==> src/common/dcpt_pkg.sv <==
// Purpose: constants, register map and carrier types of the two-channel timer
// Assumes: 8-bit register port, one core clock
// Notes: byte-wide registers at consecutive addresses
//
// Functional notes
// - 16-bit up-counter, free or modulo, time base
// - counter reads never disturb counting
// - wrap point from modulo high and low bytes
// - three-bit select: seven bus taps or pin
// - each channel independently capture or compare
// - active edge copies counter into channel value
// - capture event can request an interrupt
// - compare match sets, clears or toggles pin
// - unbuffered compare value replaced at once
// - buffered select links channels onto pin zero
// - linked: last written set takes over at overflow
// - linked: channel one unused, pin released
// - toggle-on-overflow toggles pin at wrap
// - pulse ends at compare, level by select bit
// - period counts modulo value plus one
// - pulse width equals channel value in ticks
// - stop halts counting, reset clears counter, prescaler
// - overflow flag set at wrap, gated interrupt
// - channel flag on each event, gated interrupt
// - mode encoding; buffered bit has priority
package dcpt_pkg;

	localparam int ADDR_W = 4;
	localparam int DATA_W = 8;
	localparam int CNT_W  = 16;
	localparam int PRE_W  = 6;
	localparam int PS_W   = 3;
	localparam int NCH    = 2;

	// register addresses
	localparam logic [3:0] ADR_STATUS  = 4'h0;
	localparam logic [3:0] ADR_CNT_HI  = 4'h1;
	localparam logic [3:0] ADR_CNT_LO  = 4'h2;
	localparam logic [3:0] ADR_MOD_HI  = 4'h3;
	localparam logic [3:0] ADR_MOD_LO  = 4'h4;
	localparam int         ADR_CH_BASE = 5;
	localparam int         CH_STRIDE   = 3;

	// timer_status_control fields
	localparam int SC_FLAG  = 7;
	localparam int SC_IRQEN = 6;
	localparam int SC_STOP  = 5;
	localparam int SC_RST   = 4;
	// channel status/control fields
	localparam int CH_FLAG  = 7;
	localparam int CH_IRQEN = 6;
	localparam int CH_MSB   = 5;
	localparam int CH_ELSB  = 3;
	localparam int CH_TOV   = 1;

	localparam logic [PS_W-1:0]  PS_EXT   = 3'h7;
	localparam logic [PS_W-1:0]  PS_RST   = 3'h0;
	localparam logic [CNT_W-1:0] MOD_RST  = 16'hffff;
	localparam logic [CNT_W-1:0] CNT_ZERO = 16'h0000;
	localparam logic             STOP_RST = 1'b1;

	// mode_select_high:mode_select_low
	localparam logic [1:0] MODE_CAPTURE = 2'h0;
	// edge_level_select: capture edge or compare action
	localparam logic [1:0] ELS_OFF  = 2'h0;
	localparam logic [1:0] ELS_RISE = 2'h1;
	localparam logic [1:0] ELS_FALL = 2'h2;
	localparam logic [1:0] ELS_ANY  = 2'h3;
	localparam logic [1:0] ACT_TOGGLE = 2'h1;
	localparam logic [1:0] ACT_CLEAR  = 2'h2;
	localparam logic [1:0] ACT_SET    = 2'h3;

	typedef struct packed {
		logic       irq_en;
		logic [1:0] mode;
		logic [1:0] els;
		logic       tov;
	} dcpt_ch_cfg_t;

	localparam dcpt_ch_cfg_t CH_CFG_RST = '0;

endpackage : dcpt_pkg

==> src/design/dcpt_timer.sv <==
// Purpose: two-channel capture/compare/pwm timer with 16-bit counter
// Assumes: single core clock, byte register port, pins are two-way
// Notes: pin and external clock inputs pass two flip-flops first
`timescale 1ns/100ps
module dcpt_timer
	import dcpt_pkg::*;
(
	input  wire logic              core_clk,
	input  wire logic              sys_rst,
	input  wire logic [ADDR_W-1:0] reg_addr,
	input  wire logic [DATA_W-1:0] reg_wdata,
	input  wire logic              reg_wr,
	input  wire logic              reg_rd,
	output logic      [DATA_W-1:0] reg_rdata,
	input  wire logic              external_timer_clock_pin,
	input  wire logic              channel_zero_pin_level,
	output logic                   channel_zero_pin_drive,
	output logic                   channel_zero_pin_oe,
	input  wire logic              channel_one_pin_level,
	output logic                   channel_one_pin_drive,
	output logic                   channel_one_pin_oe,
	output logic                   irq_req
);

	////////////////////////////////////////////////////////////////////////
	// declarations

	logic [CNT_W-1:0]  cnt_r;
	logic [CNT_W-1:0]  cnt_nxt;
	logic [CNT_W-1:0]  mod_r;
	logic [PRE_W-1:0]  pre_cnt_r;
	logic [PRE_W-1:0]  pre_mask;
	logic [PS_W-1:0]   ps_r;
	logic              stop_r;
	logic              ovf_ie_r;
	logic              ovf_flag_r;
	logic              cnt_clear;
	logic              tick_int;
	logic              step;
	logic              wrap;
	logic              ext_s1_r;
	logic              ext_s2_r;
	logic              ext_d_r;
	logic              ext_rise;
	logic [7:0]        lo_latch_r;
	logic              lo_hold_r;
	logic              link;
	logic              act_sel_r;
	logic              pend_sel_r;
	logic              pend_sel_nxt;
	logic              wr_val0;
	logic              wr_val1;
	logic [DATA_W-1:0] rd_nxt;

	dcpt_ch_cfg_t      ch_cfg_r  [NCH];
	dcpt_ch_cfg_t      ch_cfg_eff[NCH];
	logic [CNT_W-1:0]  ch_val_r  [NCH];
	logic [CNT_W-1:0]  ch_cmp    [NCH];
	logic              ch_flag_r [NCH];
	logic              ch_s1_r   [NCH];
	logic              ch_s2_r   [NCH];
	logic              cap_evt   [NCH];
	logic              cmp_evt   [NCH];
	logic              ch_pin    [NCH];
	logic              ch_drive  [NCH];
	logic              ch_wr_sc  [NCH];
	logic              ch_wr_hi  [NCH];
	logic              ch_wr_lo  [NCH];

	////////////////////////////////////////////////////////////////////////
	// prescaler and counter clock select

	// free prescaler; reset bit clears it together with the counter
	always_ff @(posedge core_clk or posedge sys_rst)
	begin
		if (sys_rst)
			pre_cnt_r <= '0;
		else if (cnt_clear)
			pre_cnt_r <= '0;
		else
			pre_cnt_r <= PRE_W'(pre_cnt_r + 1'b1);
	end

	// external clock pin: two-stage synchroniser, then edge register
	always_ff @(posedge core_clk or posedge sys_rst)
	begin
		if (sys_rst)
		begin
			ext_s1_r <= 1'b0;
			ext_s2_r <= 1'b0;
			ext_d_r  <= 1'b0;
		end
		else
		begin
			ext_s1_r <= external_timer_clock_pin;
			ext_s2_r <= ext_s1_r;
			ext_d_r  <= ext_s2_r;
		end
	end

	// tap k fires once every 2^k core cycles
	assign pre_mask = PRE_W'((7'h01 << ps_r) - 7'h01);
	assign tick_int = &(pre_cnt_r | ~pre_mask);
	assign ext_rise = ext_s2_r & ~ext_d_r;
	assign step     = ~stop_r & ((ps_r == PS_EXT) ? ext_rise : tick_int);

	////////////////////////////////////////////////////////////////////////
	// counter

	// wrap after the modulo value: period is modulo plus one ticks
	assign wrap    = step & (cnt_r == mod_r);
	assign cnt_nxt = wrap ? CNT_ZERO : CNT_W'(cnt_r + 1'b1);

	always_ff @(posedge core_clk or posedge sys_rst)
	begin
		if (sys_rst)
			cnt_r <= CNT_ZERO;
		else if (cnt_clear)
			cnt_r <= CNT_ZERO;
		else if (step)
			cnt_r <= cnt_nxt;
	end

	// reading the high byte freezes the low byte for a coherent pair
	always_ff @(posedge core_clk or posedge sys_rst)
	begin
		if (sys_rst)
		begin
			lo_latch_r <= '0;
			lo_hold_r  <= 1'b0;
		end
		else if (reg_rd && reg_addr == ADR_CNT_HI)
		begin
			lo_latch_r <= cnt_r[7:0];
			lo_hold_r  <= 1'b1;
		end
		else if (reg_rd && reg_addr == ADR_CNT_LO)
			lo_hold_r  <= 1'b0;
	end

	////////////////////////////////////////////////////////////////////////
	// timer status/control and modulo registers

	assign cnt_clear = reg_wr & (reg_addr == ADR_STATUS) & reg_wdata[SC_RST];

	// prescaler select, stop and overflow enable
	always_ff @(posedge core_clk or posedge sys_rst)
	begin
		if (sys_rst)
		begin
			ps_r     <= PS_RST;
			stop_r   <= STOP_RST;
			ovf_ie_r <= 1'b0;
		end
		else if (reg_wr && reg_addr == ADR_STATUS)
		begin
			ps_r     <= reg_wdata[PS_W-1:0];
			stop_r   <= reg_wdata[SC_STOP];
			ovf_ie_r <= reg_wdata[SC_IRQEN];
		end
	end

	// overflow flag: set at wrap, cleared by writing zero, set wins
	always_ff @(posedge core_clk or posedge sys_rst)
	begin
		if (sys_rst)
			ovf_flag_r <= 1'b0;
		else if (wrap)
			ovf_flag_r <= 1'b1;
		else if (reg_wr && reg_addr == ADR_STATUS && !reg_wdata[SC_FLAG])
			ovf_flag_r <= 1'b0;
	end

	// modulo bytes
	always_ff @(posedge core_clk or posedge sys_rst)
	begin
		if (sys_rst)
			mod_r <= MOD_RST;
		else if (reg_wr && reg_addr == ADR_MOD_HI)
			mod_r[15:8] <= reg_wdata;
		else if (reg_wr && reg_addr == ADR_MOD_LO)
			mod_r[7:0]  <= reg_wdata;
	end

	////////////////////////////////////////////////////////////////////////
	// buffered pairing of channels 0 and 1

	assign link         = ch_cfg_r[0].mode[1];
	assign wr_val0      = ch_wr_hi[0] | ch_wr_lo[0];
	assign wr_val1      = ch_wr_hi[1] | ch_wr_lo[1];
	assign pend_sel_nxt = wr_val1 ? 1'b1 : (wr_val0 ? 1'b0 : pend_sel_r);

	// the set written last takes over at the next overflow
	always_ff @(posedge core_clk or posedge sys_rst)
	begin
		if (sys_rst)
		begin
			act_sel_r  <= 1'b0;
			pend_sel_r <= 1'b0;
		end
		else if (!link)
		begin
			act_sel_r  <= 1'b0;
			pend_sel_r <= 1'b0;
		end
		else
		begin
			pend_sel_r <= pend_sel_nxt;
			if (wrap)
				act_sel_r <= pend_sel_nxt;
		end
	end

	// linked: channel 0 compares against the active set, channel 1 idles
	assign ch_cmp[0]     = (link && act_sel_r) ? ch_val_r[1] : ch_val_r[0];
	assign ch_cmp[1]     = ch_val_r[1];
	assign ch_cfg_eff[0] = ch_cfg_r[0];
	assign ch_cfg_eff[1] = link ? CH_CFG_RST : ch_cfg_r[1];

	////////////////////////////////////////////////////////////////////////
	// channels

	generate
		for (genvar i = 0; i < NCH; i++)
		begin : g_ch
			localparam logic [3:0] A_SC = 4'(ADR_CH_BASE + CH_STRIDE * i);
			localparam logic [3:0] A_HI = 4'(ADR_CH_BASE + CH_STRIDE * i + 1);
			localparam logic [3:0] A_LO = 4'(ADR_CH_BASE + CH_STRIDE * i + 2);

			assign ch_wr_sc[i] = reg_wr & (reg_addr == A_SC);
			assign ch_wr_hi[i] = reg_wr & (reg_addr == A_HI);
			assign ch_wr_lo[i] = reg_wr & (reg_addr == A_LO);

			// pin synchroniser
			always_ff @(posedge core_clk or posedge sys_rst)
			begin
				if (sys_rst)
				begin
					ch_s1_r[i] <= 1'b0;
					ch_s2_r[i] <= 1'b0;
				end
				else
				begin
					ch_s1_r[i] <= ch_pin[i];
					ch_s2_r[i] <= ch_s1_r[i];
				end
			end

			// channel configuration
			always_ff @(posedge core_clk or posedge sys_rst)
			begin
				if (sys_rst)
					ch_cfg_r[i] <= CH_CFG_RST;
				else if (ch_wr_sc[i])
				begin
					ch_cfg_r[i].irq_en <= reg_wdata[CH_IRQEN];
					ch_cfg_r[i].mode   <= reg_wdata[CH_MSB -: 2];
					ch_cfg_r[i].els    <= reg_wdata[CH_ELSB -: 2];
					ch_cfg_r[i].tov    <= reg_wdata[CH_TOV];
				end
			end

			// value registers: capture beats a software write
			always_ff @(posedge core_clk or posedge sys_rst)
			begin
				if (sys_rst)
					ch_val_r[i] <= CNT_ZERO;
				else if (cap_evt[i])
					ch_val_r[i] <= cnt_r;
				else if (ch_wr_hi[i])
					ch_val_r[i][15:8] <= reg_wdata;
				else if (ch_wr_lo[i])
					ch_val_r[i][7:0]  <= reg_wdata;
			end

			// event flag: set wins over a clear by writing zero
			always_ff @(posedge core_clk or posedge sys_rst)
			begin
				if (sys_rst)
					ch_flag_r[i] <= 1'b0;
				else if (cap_evt[i] || cmp_evt[i])
					ch_flag_r[i] <= 1'b1;
				else if (ch_wr_sc[i] && !reg_wdata[CH_FLAG])
					ch_flag_r[i] <= 1'b0;
			end

			dcpt_channel u_ch (
				.core_clk    (core_clk),
				.sys_rst     (sys_rst),
				.cfg         (ch_cfg_eff[i]),
				.pin_sync    (ch_s2_r[i]),
				.step        (step),
				.wrap        (wrap),
				.cnt_nxt     (cnt_nxt),
				.cmp_val     (ch_cmp[i]),
				.capture_evt (cap_evt[i]),
				.compare_evt (cmp_evt[i]),
				.pin_level_r (ch_drive[i])
			);
		end
	endgenerate

	assign ch_pin[0]              = channel_zero_pin_level;
	assign ch_pin[1]              = channel_one_pin_level;
	assign channel_zero_pin_drive = ch_drive[0];
	assign channel_one_pin_drive  = ch_drive[1];

	// pin drive enables; channel 1 pin released while linked
	always_ff @(posedge core_clk or posedge sys_rst)
	begin
		if (sys_rst)
		begin
			channel_zero_pin_oe <= 1'b0;
			channel_one_pin_oe  <= 1'b0;
		end
		else
		begin
			channel_zero_pin_oe <= (ch_cfg_eff[0].mode != MODE_CAPTURE) &&
				(ch_cfg_eff[0].els != ELS_OFF);
			channel_one_pin_oe  <= (ch_cfg_eff[1].mode != MODE_CAPTURE) &&
				(ch_cfg_eff[1].els != ELS_OFF);
		end
	end

	////////////////////////////////////////////////////////////////////////
	// interrupt request and read port

	// enabled flags merge into one request line
	always_ff @(posedge core_clk or posedge sys_rst)
	begin
		if (sys_rst)
			irq_req <= 1'b0;
		else
			irq_req <= (ovf_flag_r & ovf_ie_r) |
				(ch_flag_r[0] & ch_cfg_r[0].irq_en) |
				(ch_flag_r[1] & ch_cfg_r[1].irq_en);
	end

	// read mux; unmapped addresses read zero
	always_comb
	begin
		rd_nxt = '0;
		unique case (reg_addr)
			ADR_STATUS:
				rd_nxt = {ovf_flag_r, ovf_ie_r, stop_r, 2'h0, ps_r};
			ADR_CNT_HI:
				rd_nxt = cnt_r[15:8];
			ADR_CNT_LO:
				rd_nxt = lo_hold_r ? lo_latch_r : cnt_r[7:0];
			ADR_MOD_HI:
				rd_nxt = mod_r[15:8];
			ADR_MOD_LO:
				rd_nxt = mod_r[7:0];
			4'(ADR_CH_BASE):
				rd_nxt = {ch_flag_r[0], ch_cfg_r[0], 1'b0};
			4'(ADR_CH_BASE + 1):
				rd_nxt = ch_val_r[0][15:8];
			4'(ADR_CH_BASE + 2):
				rd_nxt = ch_val_r[0][7:0];
			4'(ADR_CH_BASE + CH_STRIDE):
				rd_nxt = {ch_flag_r[1], ch_cfg_r[1], 1'b0};
			4'(ADR_CH_BASE + CH_STRIDE + 1):
				rd_nxt = ch_val_r[1][15:8];
			4'(ADR_CH_BASE + CH_STRIDE + 2):
				rd_nxt = ch_val_r[1][7:0];
			default:
				rd_nxt = '0;
		endcase
	end

	// read data stand only in the cycle after the strobe
	always_ff @(posedge core_clk or posedge sys_rst)
	begin
		if (sys_rst)
			reg_rdata <= '0;
		else if (reg_rd)
			reg_rdata <= rd_nxt;
		else
			reg_rdata <= '0;
	end

endmodule : dcpt_timer

==> src/design/dcpt_channel.sv <==
// Purpose: one capture/compare channel: edge detect, match, pin level
// Assumes: pin level already synchronised to core_clk
// Notes: value registers live in the top module
`timescale 1ns/100ps
module dcpt_channel
	import dcpt_pkg::*;
(
	input  wire logic             core_clk,
	input  wire logic             sys_rst,
	input  wire dcpt_ch_cfg_t     cfg,
	input  wire logic             pin_sync,
	input  wire logic             step,
	input  wire logic             wrap,
	input  wire logic [CNT_W-1:0] cnt_nxt,
	input  wire logic [CNT_W-1:0] cmp_val,
	output logic                  capture_evt,
	output logic                  compare_evt,
	output logic                  pin_level_r
);

	logic pin_d_r;
	logic rise;
	logic fall;
	logic cmp_mode;
	logic pin_nxt;

	// previous pin level for edge detection
	always_ff @(posedge core_clk or posedge sys_rst)
	begin
		if (sys_rst)
			pin_d_r <= 1'b0;
		else
			pin_d_r <= pin_sync;
	end

	// capture on the selected edge; any nonzero mode is compare
	assign rise     = pin_sync & ~pin_d_r;
	assign fall     = ~pin_sync & pin_d_r;
	assign cmp_mode = (cfg.mode != MODE_CAPTURE);
	always_comb
	begin
		capture_evt = 1'b0;
		if (!cmp_mode)
		begin
			unique case (cfg.els)
				ELS_RISE: capture_evt = rise;
				ELS_FALL: capture_evt = fall;
				ELS_ANY:  capture_evt = rise | fall;
				default:  capture_evt = 1'b0;
			endcase
		end
	end

	// match when the counter steps onto the compare value
	assign compare_evt = cmp_mode & step & (cnt_nxt == cmp_val);

	// pin level: overflow toggle first, compare action last
	always_comb
	begin
		pin_nxt = pin_level_r;
		if (wrap && cfg.tov)
			pin_nxt = ~pin_nxt;
		if (compare_evt)
		begin
			unique case (cfg.els)
				ACT_TOGGLE: pin_nxt = ~pin_nxt;
				ACT_CLEAR:  pin_nxt = 1'b0;
				ACT_SET:    pin_nxt = 1'b1;
				default:    pin_nxt = pin_level_r;
			endcase
		end
	end

	// pin output register, frozen outside compare mode
	always_ff @(posedge core_clk or posedge sys_rst)
	begin
		if (sys_rst)
			pin_level_r <= 1'b0;
		else if (cmp_mode)
			pin_level_r <= pin_nxt;
	end

endmodule : dcpt_channel

==> config.mk <==
export PLATFORM = sky130hd
export DESIGN_NAME = dcpt_timer
export DESIGN_NICKNAME = d
export VERILOG_FILES = /design/src/common/dcpt_pkg.sv /design/src/design/dcpt_timer.sv /design/src/design/dcpt_channel.sv
export SDC_FILE = /design/constraint.sdc
export NUM_CORES = 1
export LEC_CHECK = 0
export BUFFER_PORTS_ARGS = -buffer_cell sky130_fd_sc_hd__buf_2
export CAP_MARGIN = 20
export CORE_ASPECT_RATIO = 0.8
export CORE_UTILIZATION = 30
export CTS_CLUSTER_SIZE = 20
export DETAILED_ROUTE_END_ITERATION = 10
export GPL_ROUTABILITY_DRIVEN = 0
export PLACE_DENSITY = 0.45
export SYNTH_ARGS = -nofsm -noshare
export SYNTH_HDL_FRONTEND = slang
export SYNTH_SLANG_ARGS = --single-unit
==> constraint.sdc <==
create_clock -name core_clk -period 6.2 [get_ports core_clk]
set_clock_uncertainty 0.1 [all_clocks]
set_input_delay 1.24 -clock core_clk [delete_from_list [all_inputs] [get_ports core_clk]]
set_output_delay 1.24 -clock core_clk [all_outputs]
set_load 0.01 [all_outputs]
# Word-level counts from Yosys, hierarchy flattened
# Index checks and enable logic that the tools add are counted.
# op_classes
reduce_logical	36
n_bitwise	41
add_sub_neg	3
shift	1
n_eq_ne	25
muxes	41
# op_table
cell	count
$mux W16	6
$pmux W8 S11	1
$mux W8	8
$eq A16 B16 Y1	3
$reduce_bool A2 Y1	13
$and A1 B1 Y1	22
$mux W1	20
$add A16 B1 Y16 const B	1
$eq A4 B3 Y1 const B	4
$logic_and A1 B1 Y1	13
$eq A4 B4 Y1 const B	3
$pmux W1 S3	4
$not A1 Y1	11
$reduce_and A2 Y1	5
$eq A2 B2 Y1 const B	4
$eq A4 B2 Y1 const B	2
$ne A4 B4 Y1 const B	2
$add A6 B1 Y6 const B	1
$mux W6	1
$ne A2 B1 Y1 const B	3
$not A6 Y6	1
$or A1 B1 Y1	6
$or A6 B6 Y6	1
$reduce_and A6 Y1	1
9 further kinds	11
# word_totals
regBits	123
out_inout_bits	13
inputBits	19

# Longest topological paths before layout
# depth
word_depth	13
mapped_depth	13
depth_no_buf	10

# Hierarchy
# From an unflattened synthesis, not the netlist that was laid out.
# hier_totals
hier_cells	772
area_unflattened_um2	7641.1
# by_module_without_submodules
mod	n_inst	seq_area_each_um2	area_each_um2	cells_each
dcpt_timer	1	2999.1	6800.3	674
dcpt_channel	2	50.0	420.4	49

# Least setup slack after synthesis
# No wires, ideal clock.
# synth_path
kind	in2reg
start	in reg_addr[2]
end	reg ch_val_r[16] (netlist bit)
arrival_ns	2.785
t_required_ns	5.963
path_slack_ns	3.178
path_buffers	2
stages	7
cell_sequence	clkbuf_1 > nor2b_1 > clkbuf_1 > nand2_1 > nor2_1 > mux2i_1 > a21oi_1
# synth_via
elab_chain_len	4
word_cells_on_any_way	7
classes_between	eq/ne (3); bitwise (2); reduce/logical (2)
# synth_rtl
item	line_no	rtl
from (decl)	dcpt_timer.sv:10	input wire logic [ADDR_W-1:0] reg_addr,
$eq A4 B3 Y1, on equally long branches	dcpt_timer.sv:231, dcpt_timer.sv:232	
$and A1 B1 Y1, on equally long branches	dcpt_timer.sv:231, dcpt_timer.sv:232	
$ne A2 B1 Y1 (no source line) or $reduce_bool A2 Y1 (tied branches)	-	
$reduce_and A2 Y1 (no source line) (*)	-	
to (signal, indexed assignment)	dcpt_timer.sv:269	ch_val_r[i] <= cnt_r;
to (signal, indexed assignment)	dcpt_timer.sv:271	ch_val_r[i][15:8] <= reg_wdata;
to (signal, indexed assignment)	dcpt_timer.sv:273	ch_val_r[i][7:0] <= reg_wdata;
to (decl)	dcpt_timer.sv:57	logic [CNT_W-1:0] ch_val_r [NCH];
# Every way passes the cells marked *; elsewhere a longest branch is shown, timed or not.
# A chain may end at the register's enable or synchronous reset.

# Final worst setup path
# layout_path
start	reg cnt_r[1]
end	reg g_ch[0].u_ch.pin_level_r
# layout_via
elab_chain_len	7
word_cells_on_any_way	13
classes_between	add/sub (1); eq/ne (3); mux (4); bitwise (3); reduce/logical (2)
# layout_rtl
item	line_no	rtl
from (decl)	dcpt_timer.sv:28	logic [CNT_W-1:0] cnt_r;
from (signal assigned)	dcpt_timer.sv:121	cnt_r <= cnt_nxt;
parallel branches: the longest is 7 deep, another holds $add A16 B1 Y16	-	
to (signal assigned)	dcpt_channel.sv:80	pin_level_r <= pin_nxt;
to (decl)	dcpt_channel.sv:18	output logic pin_level_r
# Several ways; the timed one is not identified.

==> impl_metrics.json <==
{
  "outcome": "completed",
  "clock_sinks": 123,
  "detail_route.iter0.violations": 745,
  "cts_resized": 0,
  "die_h_um": 146,
  "rsz0062_at_grt": "no",
  "timing.final.crit_share_pct": 69.1,
  "worstMarginPinSlew_ns": 0.936,
  "hold_depth": 0,
  "cts_tree": "yes",
  "ys_top_cells_by_area": "dfrtp_1 34%, mux2i_1 8.3%, dfstp_2 5.8%",
  "endpoint_kind": "flop",
  "ys_warn_count": 0,
  "crit_chain": "xor2_1 -> nor4_1 -> nand4_1 -> buf_4 -> or3_1 -> or3_1 -> a211oi_1 -> nand4_1 -> a2111oi_2 -> mux2i_1",
  "path_class": "flop to flop",
  "fin_cells": 1157,
  "synthArstFlopShare_pct": 100,
  "leakage_nw": 3.65,
  "fin_nets": 853,
  "cts.htree.levels": 4,
  "start_util_pct": 30.6,
  "insertion_delay_ns": 0.43,
  "required_ns": 6.45,
  "cp-startpoint": "cnt_r[1]",
  "synth_top_area_share_pct": 34.2,
  "slowest_stage": "or3_1",
  "die_area_mm2": 0.0265,
  "holdWs_ns": 0.246,
  "dp_hpwl_um": 20000,
  "wirelength_um": 28200,
  "powerDensity_mw_per_mm2": 422,
  "synth_seq_cells": 123,
  "worstPathArrival_ns": 4.53,
  "hold_viol": 0,
  "numCtsBuffers": 17,
  "num_rows": 52,
  "placed_cells": 1125,
  "synthCells": 815,
  "viasPerCell": 5.64,
  "tns_ns": 0,
  "setup_violations": 0,
  "regToRegSetupSlack_ns": 1.92,
  "syn_area_mm2": 0.00775,
  "yosys.area.top_type": "dfrtp_1",
  "synthDistinctLibCells": 80,
  "synth-edff-count": 0,
  "grt_pass1_wl_um": 42800,
  "firstDrtPassIters": 6,
  "yosysSeqAreaShare_pct": 40.0,
  "io_buffer_count": 31,
  "hold_class": "flop to flop",
  "clk_pin_slew_worst_paths_ns": 0.06,
  "hp-start": "ch_s1_r[0]",
  "routedWlPerCell_um": 24.4,
  "grt_pass1_vias": 6314,
  "grt_max_degree": 77,
  "cts_hold_buf": 0,
  "relSlewSlack_pct": 37.0,
  "path_max_fanout": 20,
  "nFillCells": 2602,
  "root_buffer": "clkbuf_16",
  "layout-drive-gt1-share_pct": 18.8,
  "syn_area_per_cell_um2": 9.51,
  "slowest_delay_ns": 0.66,
  "layout_min_cycle_time_ns": 4.28,
  "post-route-drc-count": 0,
  "cts_setup_buffers": 0,
  "die_w_um": 182,
  "syn_nets": 848,
  "vdd_drop_max_uv": 221,
  "ios": 32,
  "r2r-start": "cnt_r[1]",
  "timing.final.max_slew_violations": 0,
  "clockBufferDepth": 2,
  "path_delay_family": "simple AND/OR/NAND/NOR gates",
  "antenna_cells": 0,
  "start_kind": "flop",
  "area_growth_pct": 12.5,
  "grt_use_total_pct": 22.0,
  "core_mm2": 0.0253,
  "antenna_found_initial": 0,
  "maxCapViolCount": 0,
  "overflow": 0,
  "reg2regPathDepth": 10,
  "max_freq_mhz": 233,
  "critical_path_cell_count": 10,
  "vias": 6529,
  "worst-path-buf-inv": 1,
  "detail-route-antenna-nets": 0,
  "synthFlopType": "dfrtp_1"
}
==> kinds of logic after synthesis <==
kind of cell,synth area share (%)
AND/OR/NAND/NOR,16.9
AO/OA/AOI/OAI,16.2
flip-flops,40.0
multiplexers,13.8
buffers and inverters,5.49
XOR/XNOR,5.36
adder cells (fa/ha/maj),2.26
==> stage by stage <==
stage               cell area (um^2)  setup WS (ns)  utilization (%)  power (mW)
finish                          8720           1.92             34.5        3.68
global route                    8720           1.75             34.5        3.87
CTS                             8720           1.97             34.5        3.67
detailed placement              8120           2.01             32.1        2.64
global placement                8100           2.02             32.0        2.65
floorplan                       7750           1.62                -        2.21
==> per-layer routing <==
metal,GRT usage [%],part of all wire [%],up-vias
li1,-,-,2957
met1,34.1,50,3244
met2,30.1,40,293
met3,4.73,7.8,35
met4,6.36,1.7,0
met5,0,0,-
==> power by group <==
| group | internal (mW) | total, mW | switching (mW) | leakage (nW) |
|---|---|---|---|---|
| clock network | 0.633 | 1.02 | 0.388 | 0.288 |
| logic | 0.500 | 1.10 | 0.597 | 1.86 |
| registers | 1.06 | 1.56 | 0.495 | 1.50 |
==> layout make-up <==
class | instances | area [um^2] | area share (%)
Multi-Input combinational cell | 605 | 4240 | 48.6
Timing Repair Buffer | 47 | 279 | 3.20
Sequential cell | 123 | 3100 | 35.5
Inverter | 26 | 103 | 1.18
Clock buffer | 22 | 484 | 5.55
Tap cell | 324 | 405 | 4.65
Clock inverter | 10 | 115 | 1.32
==> layout by cell type, fill, tap and decap left out, types with 14 or more instances in the layout <==
master	Yosys	routed
xor2_1	29	29
buf_2	10	31
xnor2_1	14	14
dfrtp_1	106	106
mux2_2	38	38
dfstp_2	17	17
ha_1	14	14
nor2_1	86	86
a22oi_1	20	20
o21ai_0	46	46
nand2_1	63	63
a21oi_1	41	41
buf_4	3	15
clkbuf_16	0	17
mux2i_1	64	64
inv_1	25	24
nand3_1	16	16
==> state kept, by name (all words and copies together) (netlist names), 2 cells and up <==
| name | cells |
|---|---|
| ch_cmp | 16 |
| ch_val_r | 16 |
| cnt_r | 16 |
| mod_r | 16 |
| lo_latch_r | 8 |
| reg_rdata | 8 |
| ch_cfg_eff | 6 |
| ch_cfg_r | 6 |
| pre_cnt_r | 6 |
| ps_r | 3 |
| ch_flag_r | 2 |
| ch_s1_r | 2 |
| ch_s2_r | 2 |
| g_ch.u_ch.pin_d_r | 2 |
| g_ch.u_ch.pin_level_r | 2 |
==> final timing paths <==
path / endpoint
max in group asynchronous: reg_rdata[6]
setup reg to reg: g_ch[0].u_ch.pin_level_r
hold / removal: ch_s2_r[0]
setup / recovery: g_ch[0].u_ch.pin_level_r
min in group asynchronous: ext_s1_r
hold reg to reg: ch_s2_r[0]
==> synth_stat cells, types with 10 or more instances <==
cell type,count
buf_2,10
dfstp_2,17
nor2b_1,10
xnor2_1,14
clkbuf_1,30
dfrtp_1,106
a21oi_1,41
nor2_1,86
mux2i_1,64
nor4_1,13
nor3_1,12
nand2_1,63
ha_1,14
a22oi_1,20
inv_1,25
nand3_1,16
xor2_1,29
o21ai_0,46
mux2_2,38
No activity file was read; power rests on OpenSTA's default activity.
